$ cat config.mk
export PLATFORM = sky130hd
export DESIGN_NAME = adc_readout_ctrl
export DESIGN_NICKNAME = d
export VERILOG_FILES = /design/src/include/adc_readout_pkg.sv /design/src/rtl/adc_readout_ctrl.sv /design/src/rtl/pin_sync3.sv
export SDC_FILE = /design/constraint.sdc
export NUM_CORES = 1
export LEC_CHECK = 0
export ABC_AREA = 1
export BUFFER_PORTS_ARGS = -buffer_cell sky130_fd_sc_hd__buf_2
export CAP_MARGIN = 15
export CORE_UTILIZATION = 42
export CTS_CLUSTER_SIZE = 24
export DETAILED_ROUTE_END_ITERATION = 6
export PLACE_DENSITY = 0.68
export SYNTH_ARGS = -nofsm -noshare
export SYNTH_HDL_FRONTEND = slang
export SYNTH_SLANG_ARGS = --single-unit
$ cat constraint.sdc
create_clock -name i_clk -period 1.2 [get_ports i_clk]
set_input_delay 0.06 -clock i_clk [delete_from_list [all_inputs] [get_ports i_clk]]
set_output_delay 0.06 -clock i_clk [all_outputs]
set_load 0.01 [all_outputs]
$ cat src/include/adc_readout_pkg.sv
// Constants and carrier types for the converter readout controller.
// Assumes a 20 MHz system clock and a converter that shifts MSB first.
`default_nettype none
package adc_readout_pkg;

  // Word and frame geometry
  localparam int unsigned WORD_BITS     = 16;  // Conversion word width
  localparam int unsigned FRAME_CLOCKS  = 17;  // Least shift clocks per readout
  localparam int unsigned BYTE_BITS     = 8;   // Byte-wide split transfer
  // Timing
  localparam int unsigned CLK_PERIOD_NS = 50;  // System clock period
  localparam int unsigned SCLK_HALF_NS  = 200; // Half period of the driven shift clock
  localparam int unsigned SCLK_HALF_CYC =
    (SCLK_HALF_NS + CLK_PERIOD_NS - 1) / CLK_PERIOD_NS;
  localparam int unsigned START_LOW_NS  = 100; // Conversion start pulse width
  localparam int unsigned START_LOW_CYC =
    (START_LOW_NS + CLK_PERIOD_NS - 1) / CLK_PERIOD_NS;
  // Reset values
  localparam logic [15:0] RESULT_RST    = 16'h0000;

  // Readout timing choice
  typedef enum logic {
    READ_AFTER_CONVERSION,   // Read once busy rises, result of this conversion; with clock_master only, else read after busy falls
    READ_DURING_CONVERSION   // Read after busy falls, previous result
  } read_window_t;

  // User command
  typedef struct packed {
    logic         clock_master;  // High: controller drives the shift clock
    logic         byte_split;    // Two 8-bit transfers instead of one
    read_window_t window;        // When to read against busy
  } readout_cmd_t;

  // Result towards the user
  typedef struct packed {
    logic [15:0] word;      // Conversion word, MSB first on the link
    logic        chain_bit; // Level seen on the 17th clock
  } readout_result_t;

endpackage
`default_nettype wire

$ cat src/rtl/adc_readout_ctrl.sv
// Host-side controller that starts conversions and reads the serial result.
// Assumes the converter's busy, data and shift clock pins arrive asynchronously.
//
// Functional notes
// - Master role: host select follows busy; o_clock_select is held low here instead
// - Master role: host is sole 16-bit slave
// - Master role: clock idles low, either edge
// - Start pulse from trigger or host
// - Slave role: host samples on falling edge
// - Slave role: at least 17 clocks
// - During-conversion read finishes before busy rises
// - Preferred: read after busy rises
// - Byte hosts: two 8-bit slave transfers
// - Keep converter inputs low until ready
// - Latch parallel outputs on busy bus
`timescale 1ns/1ps
`default_nettype none
module adc_readout_ctrl
  import adc_readout_pkg::*;
#(
  parameter int unsigned WORD_W = WORD_BITS  // Result width
) (
  input  wire logic            i_clk,          // System clock, 20 MHz
  input  wire logic            i_rstn,         // Synchronous reset, active low
  input  wire logic            i_supply_ok,    // Interface supply settled
  input  wire logic            i_start,        // Request one conversion and readout
  input  wire readout_cmd_t    i_cmd,          // Mode, sampled with i_start
  input  wire logic            i_ext_trigger,  // External conversion trigger
  input  wire logic            i_busy,         // Converter busy pin
  input  wire logic            i_serial_result_out, // Converter data pin
  input  wire logic            i_result_shift_clock, // Shift clock from converter
  output logic                 o_clock_select, // Low: converter is link master
  output logic                 o_conversion_start_input_n, // Start, active low
  output logic                 o_result_shift_clock, // Shift clock we drive
  output logic                 o_chain_in,     // Chain input, held low
  output logic                 o_ready,        // Idle, can accept i_start
  output logic                 o_valid,        // One-cycle result pulse
  output readout_result_t      o_result        // Captured result
);

  typedef enum logic [2:0] {
    ST_IDLE,     // Waiting for a request
    ST_START,    // Start pulse low
    ST_WAIT_LO,  // Wait for busy to fall
    ST_WAIT_HI,  // Wait for busy to rise
    ST_SHIFT,    // Clocking bits
    ST_GAP,      // Pause between byte transfers
    ST_DONE      // Deliver result
  } state_t;

  state_t          state_q;      // Sequencer state
  readout_cmd_t    cmd_q;        // Latched command
  logic [4:0]      bit_cnt_q;    // Clocks seen or given in this frame
  logic [2:0]      div_cnt_q;    // Half period divider
  logic [2:0]      pulse_cnt_q;  // Start pulse width counter
  logic [WORD_W:0] shift_q;      // Word plus chain bit
  logic            sclk_prev_q;  // Last filtered shift clock
  logic            busy_prev_q;  // Last filtered busy
  logic            trig_prev_q;  // Last external trigger
  logic            fall_dly_q;   // Our clock fell one cycle ago
  logic [2:0]      pins;         // Filtered busy, data, clock
  logic            busy_s;
  logic            data_s;
  logic            sclk_s;
  logic            half_tick;    // Divider enable
  logic            fall_edge;    // Capture edge of the shift clock
  logic            trig_rise;
  logic [4:0]      frame_end;    // Clock count that ends the current transfer

  // All three link pins come from outside our clock domain
  pin_sync3 #(.WIDTH(3)) u_sync (
    .i_clk   (i_clk),
    .i_rstn  (i_rstn),
    .i_pin   ({i_busy, i_serial_result_out, i_result_shift_clock}),
    .o_level (pins)
  );
  assign busy_s = pins[2];
  assign data_s = pins[1];
  assign sclk_s = pins[0];

  assign half_tick = (div_cnt_q == 3'(SCLK_HALF_CYC - 1));
  assign trig_rise = i_ext_trigger && !trig_prev_q;

  // First byte is 8 clocks; second byte or whole word runs to 17
  always_comb begin
    if (cmd_q.byte_split && bit_cnt_q < 5'(BYTE_BITS)) begin
      frame_end = 5'(BYTE_BITS);
    end else begin
      frame_end = 5'(FRAME_CLOCKS);
    end
  end

  // Falling edge of whichever clock runs the link
  always_comb begin
    if (cmd_q.clock_master) begin
      fall_edge = fall_dly_q;
    end else begin
      fall_edge = sclk_prev_q && !sclk_s;
    end
  end

  // Edge history
  always_ff @(posedge i_clk) begin
    if (!i_rstn) begin
      sclk_prev_q <= 1'b0;
      busy_prev_q <= 1'b0;
      trig_prev_q <= 1'b0;
    end else begin
      sclk_prev_q <= sclk_s;
      busy_prev_q <= busy_s;
      trig_prev_q <= i_ext_trigger;
    end
  end

  // Data launched on our rise needs the full synchroniser delay, so the
  // capture waits one cycle past our fall; data must settle within a cycle
  always_ff @(posedge i_clk) begin
    if (!i_rstn) begin
      fall_dly_q <= 1'b0;
    end else begin
      fall_dly_q <= state_q == ST_SHIFT && cmd_q.clock_master && half_tick
                    && o_result_shift_clock;
    end
  end

  // Sequencer
  always_ff @(posedge i_clk) begin
    if (!i_rstn) begin
      state_q <= ST_IDLE;
      cmd_q   <= '0;
    end else begin
      unique case (state_q)
        ST_IDLE: begin
          // Inputs stay low until the supply is steady
          if (i_supply_ok && (i_start || trig_rise)) begin
            cmd_q   <= i_cmd;
            state_q <= ST_START;
          end
        end
        ST_START: begin
          if (pulse_cnt_q == 3'(START_LOW_CYC - 1)) begin
            state_q <= ST_WAIT_LO;
          end
        end
        ST_WAIT_LO: begin
          // Busy falling marks conversion start; master role shifts now
          if (busy_prev_q && !busy_s) begin
            if (!cmd_q.clock_master || cmd_q.window == READ_DURING_CONVERSION) begin
              state_q <= ST_SHIFT;
            end else begin
              state_q <= ST_WAIT_HI;
            end
          end
        end
        ST_WAIT_HI: begin
          // Clock stays still through conversion
          if (!busy_prev_q && busy_s) begin
            state_q <= ST_SHIFT;
          end
        end
        ST_SHIFT: begin
          if (fall_edge && bit_cnt_q + 5'd1 == frame_end) begin
            state_q <= (frame_end == 5'(BYTE_BITS)) ? ST_GAP : ST_DONE;
          end
        end
        ST_GAP: begin
          if (half_tick) begin
            state_q <= ST_SHIFT;
          end
        end
        ST_DONE: begin
          state_q <= ST_IDLE;
        end
      endcase
    end
  end

  // Start pulse width
  always_ff @(posedge i_clk) begin
    if (!i_rstn || state_q != ST_START) begin
      pulse_cnt_q <= '0;
    end else begin
      pulse_cnt_q <= pulse_cnt_q + 3'd1;
    end
  end

  // Shift clock divider, runs in ST_SHIFT and ST_GAP in either role
  always_ff @(posedge i_clk) begin
    if (!i_rstn || !(state_q == ST_SHIFT || state_q == ST_GAP) || half_tick) begin
      div_cnt_q <= '0;
    end else begin
      div_cnt_q <= div_cnt_q + 3'd1;
    end
  end

  // Driven shift clock: idles low, rises to launch, falls to capture
  always_ff @(posedge i_clk) begin
    if (!i_rstn) begin
      o_result_shift_clock <= 1'b0;
    end else if (state_q == ST_SHIFT && cmd_q.clock_master && half_tick) begin
      o_result_shift_clock <= !o_result_shift_clock;
    end else if (state_q != ST_SHIFT) begin
      o_result_shift_clock <= 1'b0;
    end
  end

  // Bit capture on falling edges, MSB first; 17th is the chain bit
  always_ff @(posedge i_clk) begin
    if (!i_rstn || state_q == ST_IDLE) begin
      bit_cnt_q <= '0;
      shift_q   <= '0;
    end else if (state_q == ST_SHIFT && fall_edge) begin
      bit_cnt_q <= bit_cnt_q + 5'd1;
      shift_q   <= {shift_q[WORD_W-1:0], data_s};
    end
  end

  // Result register doubles as the parallel-bus latch
  always_ff @(posedge i_clk) begin
    if (!i_rstn) begin
      o_result <= '{word: RESULT_RST, chain_bit: 1'b0};
      o_valid  <= 1'b0;
    end else begin
      o_valid <= (state_q == ST_DONE);
      if (state_q == ST_DONE) begin
        o_result.word      <= shift_q[WORD_W:1];
        o_result.chain_bit <= shift_q[0];
      end
    end
  end

  // Pin outputs; all low until the supply settles
  always_ff @(posedge i_clk) begin
    if (!i_rstn) begin
      o_clock_select             <= 1'b0;
      o_conversion_start_input_n <= 1'b0;
      o_chain_in                 <= 1'b0;
      o_ready                    <= 1'b0;
    end else begin
      o_clock_select             <= i_supply_ok && cmd_q.clock_master;
      o_conversion_start_input_n <= i_supply_ok && state_q != ST_START;
      o_chain_in                 <= 1'b0;
      o_ready                    <= i_supply_ok && state_q == ST_IDLE;
    end
  end

endmodule
`default_nettype wire

$ cat src/rtl/pin_sync3.sv
// Three-flop synchroniser with agreement filter for link inputs.
// Assumes inputs are asynchronous to i_clk.
`timescale 1ns/1ps
`default_nettype none
module pin_sync3 #(
  parameter int unsigned WIDTH = 1  // Number of pins
) (
  input  wire logic             i_clk,   // System clock
  input  wire logic             i_rstn,  // Synchronous reset, active low
  input  wire logic [WIDTH-1:0] i_pin,   // Raw pins
  output logic      [WIDTH-1:0] o_level  // Filtered level
);
  logic [WIDTH-1:0] s1_q;  // First stage, read only by second
  logic [WIDTH-1:0] s2_q;  // Second stage
  logic [WIDTH-1:0] s3_q;  // Third stage

  // Shift chain
  always_ff @(posedge i_clk) begin
    if (!i_rstn) begin
      s1_q <= '0;
      s2_q <= '0;
      s3_q <= '0;
    end else begin
      s1_q <= i_pin;
      s2_q <= s1_q;
      s3_q <= s2_q;
    end
  end

  // A change counts only once stages two and three agree
  genvar g;
  generate
    for (g = 0; g < WIDTH; g++) begin : g_bit
      always_ff @(posedge i_clk) begin
        if (!i_rstn) begin
          o_level[g] <= 1'b0;
        end else if (s2_q[g] == s3_q[g]) begin
          o_level[g] <= s3_q[g];
        end
      end
    end
  endgenerate
endmodule
`default_nettype wire

# ---- After elaboration in Yosys (flattened, before gate mapping)
# Cells that the tools add are included.
dict set report classes {
  n_eq_ne 21
  n_mux 13
  reduce_logical 33
  n_addsub 3
  magnitude_cmp 1
}
# cell count
set ops {}
lappend ops {{$mux W3} 7}
lappend ops {{$pmux W3 S7} 1}
lappend ops {{$logic_and A1 B1 Y1} 14}
lappend ops {{$ne A2 B2 Y1 const B} 5}
lappend ops {{$eq A3 B2 Y1 const B} 3}
lappend ops {{$eq A3 B3 Y1 const B} 3}
lappend ops {{$logic_not A1 Y1} 8}
lappend ops {{$logic_or A1 B1 Y1} 7}
lappend ops {{$add A3 B1 Y3 const B} 2}
lappend ops {{$eq A3 B1 Y1 const B} 2}
lappend ops {{$reduce_and A6 Y1} 1}
lappend ops {{$add A5 B1 Y5 const B} 1}
lappend ops {{$eq A5 B4 Y1 const B} 1}
lappend ops {{$eq A5 B5 Y1} 1}
lappend ops {{$lt A5 B4 Y1 const B} 1}
lappend ops {{$mux W5} 1}
lappend ops {{$eq A1 B1 Y1} 3}
lappend ops {{$logic_not A3 Y1} 1}
lappend ops {{$mux W1} 3}
lappend ops {{$ne A3 B1 Y1 const B} 1}
lappend ops {{$ne A3 B3 Y1 const B} 1}
lappend ops {{$mux W2} 1}
lappend ops {{$ne A2 B1 Y1 const B} 1}
lappend ops {{$reduce_and A2 Y1} 1}
lappend ops {{$reduce_bool A2 Y1} 1}
dict set report totals {
  inputBits 11
  out_inout_bits 23
  reg_bits 72
}

# ---- Logic depth before layout (Yosys ltp)
dict set report depth {
  ltp_word 7
  depth_mapped 10
}

# ---- Modules after synthesis
# From an unflattened synthesis, not the netlist that was laid out.
dict set report hier_totals {
  hier_cells 359
  hier_area_um2 2771.4
}
# module cells_each seq_area_each_um2 area_each_um2 instances
set modules_own_cells {}
lappend modules_own_cells {adc_readout_ctrl 319 1201.2 2404.8 1}
lappend modules_own_cells {pin_sync3 40 240.2 366.6 1}

# ---- Worst setup path after synthesis
# OpenSTA, ideal clock, no wires.
dict set report synth_timing {
  path_type {reg-to-reg}
  from {register bit_cnt_q[0]}
  to {register state_q[2]}
  setup_ns 0.113
  stages_incl_launch_ff 9
  slack_ns -0.080
  arrival_time_ns 1.167
  required_time_ns 1.087
  path_cell_list {dfxtp_1 ha_1 nand3b_1 nor2_1 nand2_1 nand2_1 nand2_1 o21ai_1 inv_1}
}
dict set report synth_via {
  elab_chain_len 7
  elab_cells_between_ends 8
  classes_between {add/sub: 1; order compare: 1; eq/ne: 2; mux: 1; reduce/logical: 3}
}
# item line
set synth_rtl {}
lappend synth_rtl {{from (decl)} adc_readout_ctrl.sv:53} ;# logic [4:0] bit_cnt_q;
lappend synth_rtl {{from (signal assigned)} adc_readout_ctrl.sv:213} ;# bit_cnt_q <= bit_cnt_q + 5'd1;
lappend synth_rtl {{$lt A5 B4 Y1} adc_readout_ctrl.sv:86} ;# if (cmd_q.byte_split && bit_cnt_q < 5'(BYTE_BITS)) begin
lappend synth_rtl {{$logic_and A1 B1 Y1} adc_readout_ctrl.sv:86}
lappend synth_rtl {{$mux W5} adc_readout_ctrl.sv:86}
lappend synth_rtl {{$eq A5 B5 Y1 *} adc_readout_ctrl.sv:162} ;# if (fall_edge && bit_cnt_q + 5'd1 == frame_end) begin
lappend synth_rtl {{$logic_and A1 B1 Y1 *} adc_readout_ctrl.sv:162}
lappend synth_rtl {{$ne A2 B1 Y1 (no source line) *} -}
lappend synth_rtl {{$reduce_and A6 Y1 (no source line) *} -}
lappend synth_rtl {{to (signal assigned)} adc_readout_ctrl.sv:163} ;# state_q <= (frame_end == 5'(BYTE_BITS)) ? ST_GAP : ST_DONE;
lappend synth_rtl {{to (decl)} adc_readout_ctrl.sv:51} ;# state_t state_q;
# Mark *: on every way between the ends. The rest lies on a longest branch, timed or not.
# A chain may end at the register's enable or synchronous reset.

# ---- Worst setup path after layout
dict set report layout_timing {
  from {register state_q[1]}
  to {register shift_q[11]}
}
dict set report layout_via {
  elab_chain_len 2
  elab_cells_between_ends 4
  classes_between {eq/ne: 1; reduce/logical: 3}
}
# item line
set layout_rtl {}
lappend layout_rtl {{$eq A3 B3 Y1 or $logic_not A3 Y1 (tied branches)} {adc_readout_ctrl.sv:212, adc_readout_ctrl.sv:209}}
lappend layout_rtl {{$logic_and A1 B1 Y1 or $logic_or A1 B1 Y1 (tied branches)} {adc_readout_ctrl.sv:212, adc_readout_ctrl.sv:209}}
lappend layout_rtl {{to (signal assigned)} adc_readout_ctrl.sv:214} ;# shift_q <= {shift_q[WORD_W-1:0], data_s};
lappend layout_rtl {{to (decl)} adc_readout_ctrl.sv:56} ;# logic [WORD_W:0] shift_q;
# Parallel ways exist; a longest one is shown, timed or not.

==> impl_metrics.yaml <==
global_route:
  grt_usage: 0.2052
  grt_start_max_net_pins: 38
  grt_pass1_wl_um: 11020
  antenna_found_initial: 0
  grt_remaining_overflow: 0
  grt_pass1_vias: 2413
critical_path:
  crit_path_max_fanout: 4
  r2r_cells: 10
  crit_chain: "inv_2 -> nand2_2 -> nor2_4 -> inv_2 -> nor2_4 -> buf_6 -> buf_12 -> clkbuf_16 -> o21ai_2 -> nor2_1"
  path_depth: 10
  r2r_end: "shift_q[11]$_SDFFE_PP0P_"
  endpoint_kind: "register"
  r2r-start: "state_q[1]$_SDFFE_PN0P_"
  cp_data_arrival_time_ns: 1.72
  crit_family: "buffers and inverters"
  slowest_delay_ns: 0.37
  crit_slowest_cell: "dfxtp_4"
  startpoint_type: "register"
  reg2reg_slack_ns: -0.22
  crit_type: "reg -> reg"
  crit_start: "state_q[1]$_SDFFE_PN0P_"
  cp_data_required_time_ns: 1.50
  crit_buf_inv: 5
  worstSetupEndpoint: "shift_q[11]$_SDFFE_PP0P_"
synth:
  synth_fa_ha_area_frac: 0.02274
  synth_xor_area_frac: 0.009550
  syn_area_per_cell_um2: 7.664
  ys_async_sr_fraction: 0
  synth_compound_area_frac: 0.1173
  synth-main-ff-cell: "dfxtp_1"
  seq_area_frac_synth: 0.5239
  synthCells: 359
  synth_warnings: 0
  synth_simple_gate_area_frac: 0.2397
  synth_top_family_by_area: "simple AND/OR/NAND/NOR gates"
  synth_seq_cells: 72
  synth.mux.area_fraction: 0
  syn-cell-area_um2: 2751
  synth_edf_count: 0
  syn_nets: 375
  ys_types: 24
detailed_routing:
  drt_iter0_markers: 131
  finalWirelength_um: 7180
  post-route-drc-count: 0
  first_pass_iters: 4
  drtAntennaViolNets: 0
  via_count: 2570
  wl_per_cell_um: 13.83
  via_per_inst: 4.952
pwr:
  internal_power_mw: 4.759
  comb_power_share: 0.380
  switchingPower_mw: 2.591
  power_mw: 7.350
  vdd_ir_drop_max_v: 0.0009397
  clock_power_share: 0.244
  power_leakage_nw: 1.962
  seqPwrFrac: 0.375
  p_per_area_nw_per_um2: 1789
  swShare: 0.3525
finish:
  syn2layout_area_growth_pct: 49.34
  regArea_um2: 1458
  antennaDiodeCount: 0
  layout-drive-gt1-share: 0.4050
  fin_area_um2: 4109
  final_util: 0.6471
  fillers: 488
  multiInputGateArea_um2: 1405
  fin_nets: 453
  fin_cells: 519
sta:
  hold_slack_ns: 0.009031
  fmax_ghz: 0.7042
  hold_viol: 0
  period_share: 1.183
  layout_min_cycle_time_ns: 1.420
  slew_violations: 0
  setup_viol_count_final: 30
  rsz0062_at_grt: "yes"
  fin_setup_tns_ns: -4.628
  timing.final.ws_setup_ns: -0.2200
  finClkSkew_ns: 0.01391
placement:
  place_inst: 479
  gp_congestion: 0.8312
  place_ws_ns: -0.2017
  numPortBuffers: 32
  dp_hpwl_um: 3746
  dpl-instance-area_um2: 3239
clock_tree:
  clk_latency_ns: 0.36
  cts_tree: "built"
  path_clk_slew_ns: 0.08
  clockBufferDepth: 2
  cts_buffers: 9
  cts_root_buffer: "clkbuf_8"
  cts_sinks: 72
  htree_levels: 3
outcome:
  run_status: "finished, violations left"
  violations: "negative setup slack"
floorplanning:
  dieArea_um2: 6878
  die_w_um: 82.94
  initial_utilization: 0.4333
  placementRows: 29
  die_y_um: 82.94
  io_pins: 34
  core-area_um2: 6350
flow_run:
  maxCapViolCount: 0
min_path:
  hp-class: "in -> reg"
  worstHoldStart: "i_cmd[2]"
-- power groups by stage --
stage / logic (mW) / clock network [mW] / registers, mW
finish: 2.79 / 1.80 / 2.76
global route: 3.01 / 1.92 / 2.78
detailed placement: 1.84 / 0 / 2.77
CTS: 2.39 / 1.79 / 2.75
global placement: 1.82 / 0 / 2.77
floorplan: 1.13 / 0 / 2.78
-- timing repair --
item,4_1_cts,5_1_grt
pin swaps,13,14
gates resized for setup,73,39
endpoints found under the hold margin,6,0
gates cloned,5,2
hold buffers,6,0
buffers inserted,10,5
endpoints found under the setup margin,29,47
-- cell usage after synthesis (2+ instances only) --
cell	n	area share
inv_1	36	0.049
nand3b_1	2	0.0055
xor2_1	2	0.0064
ha_1	5	0.023
clkbuf_1	3	0.0041
nor3_1	5	0.0091
dfxtp_1	72	0.52
o21ai_0	24	0.044
o21bai_1	2	0.0055
a21oi_1	12	0.022
nor2_1	93	0.13
buf_2	5	0.0091
nor2_2	2	0.0045
o21ai_1	22	0.040
a21oi_2	2	0.0064
nor2_4	3	0.012
nand3_1	12	0.022
buf_4	5	0.014
nand2_1	42	0.057
inv_2	6	0.0082
-- flip-flops by register name, summed over array words and instances, names as in the netlist, 3 cells and up --
name            cells
cmd_q               3
u_sync.s2_q         3
o_result           17
u_sync.s1_q         3
bit_cnt_q           5
div_cnt_q           3
u_sync.s3_q         3
pulse_cnt_q         3
u_sync.o_level      3
state_q             3
shift_q            17
-- logic make-up after synthesis --
| family | count (synthesis) |
|---|---|
| flip-flops | 72 |
| AND/OR/NAND/NOR | 160 |
| AO/OA/AOI/OAI | 62 |
| other | 1 |
| XOR/XNOR | 3 |
| buffers and inverters | 56 |
| adder cells (fa/ha/maj) | 5 |
-- worst min-delay path, cell delays in order --
cell and delay [ns]:
buf_2 0.10, o21ai_2 0.12, a21oi_1 0.05
-- worst min path at each step --
stage	to	slack, ns	cells past startpoint
after floorplan	trig_prev_q$_SDFF_PN0_	0.16	2
after global placement	u_sync.s1_q[2]$_SDFF_PN0_	0.24	3
after detailed placement	u_sync.s1_q[2]$_SDFF_PN0_	0.24	3
after CTS	cmd_q[2]$_SDFFE_PN0P_	0.02	3
after global routing	cmd_q[2]$_SDFFE_PN0P_	0.04	3
final	cmd_q[2]$_SDFFE_PN0P_	0.009	3
-- final cells by class --
cell class | instances | area share
timing repair buffer | 81 | 0.1946
tap | 77 | 0.02345
inverter | 42 | 0.04080
multi-input combinational | 231 | 0.3420
clock buffer | 11 | 0.03441
sequential | 72 | 0.3548
clock inverter | 5 | 0.01005
-- placed cells by master, fill, tap and decap left out, drive strengths merged --
master,synthesis,routed
clkinvlp,0,2
conb,1,1
ha,5,5
o21bai,2,2
dlygate4sd3,0,6
xor2,2,2
o21ai,46,46
nand3b,2,2
dfxtp,72,72
clkbuf,3,13
a21oi,14,14
inv,42,43
nor2,98,98
clkinv,0,2
and2,1,1
nor3,5,5
nand2,42,42
xnor2,1,1
buf,11,73
nand3,12,12
-- routing by layer --
metal  global-route usage  vias to the layer above  share of wire
li1                     -                     1280              -
met1               0.2415                     1226           0.43
met2               0.3376                       51           0.51
met3              0.04970                       13          0.036
met4               0.1238                        0          0.022
met5                    0                        -              0
Note: power is estimated with default switching activity, not from simulation.
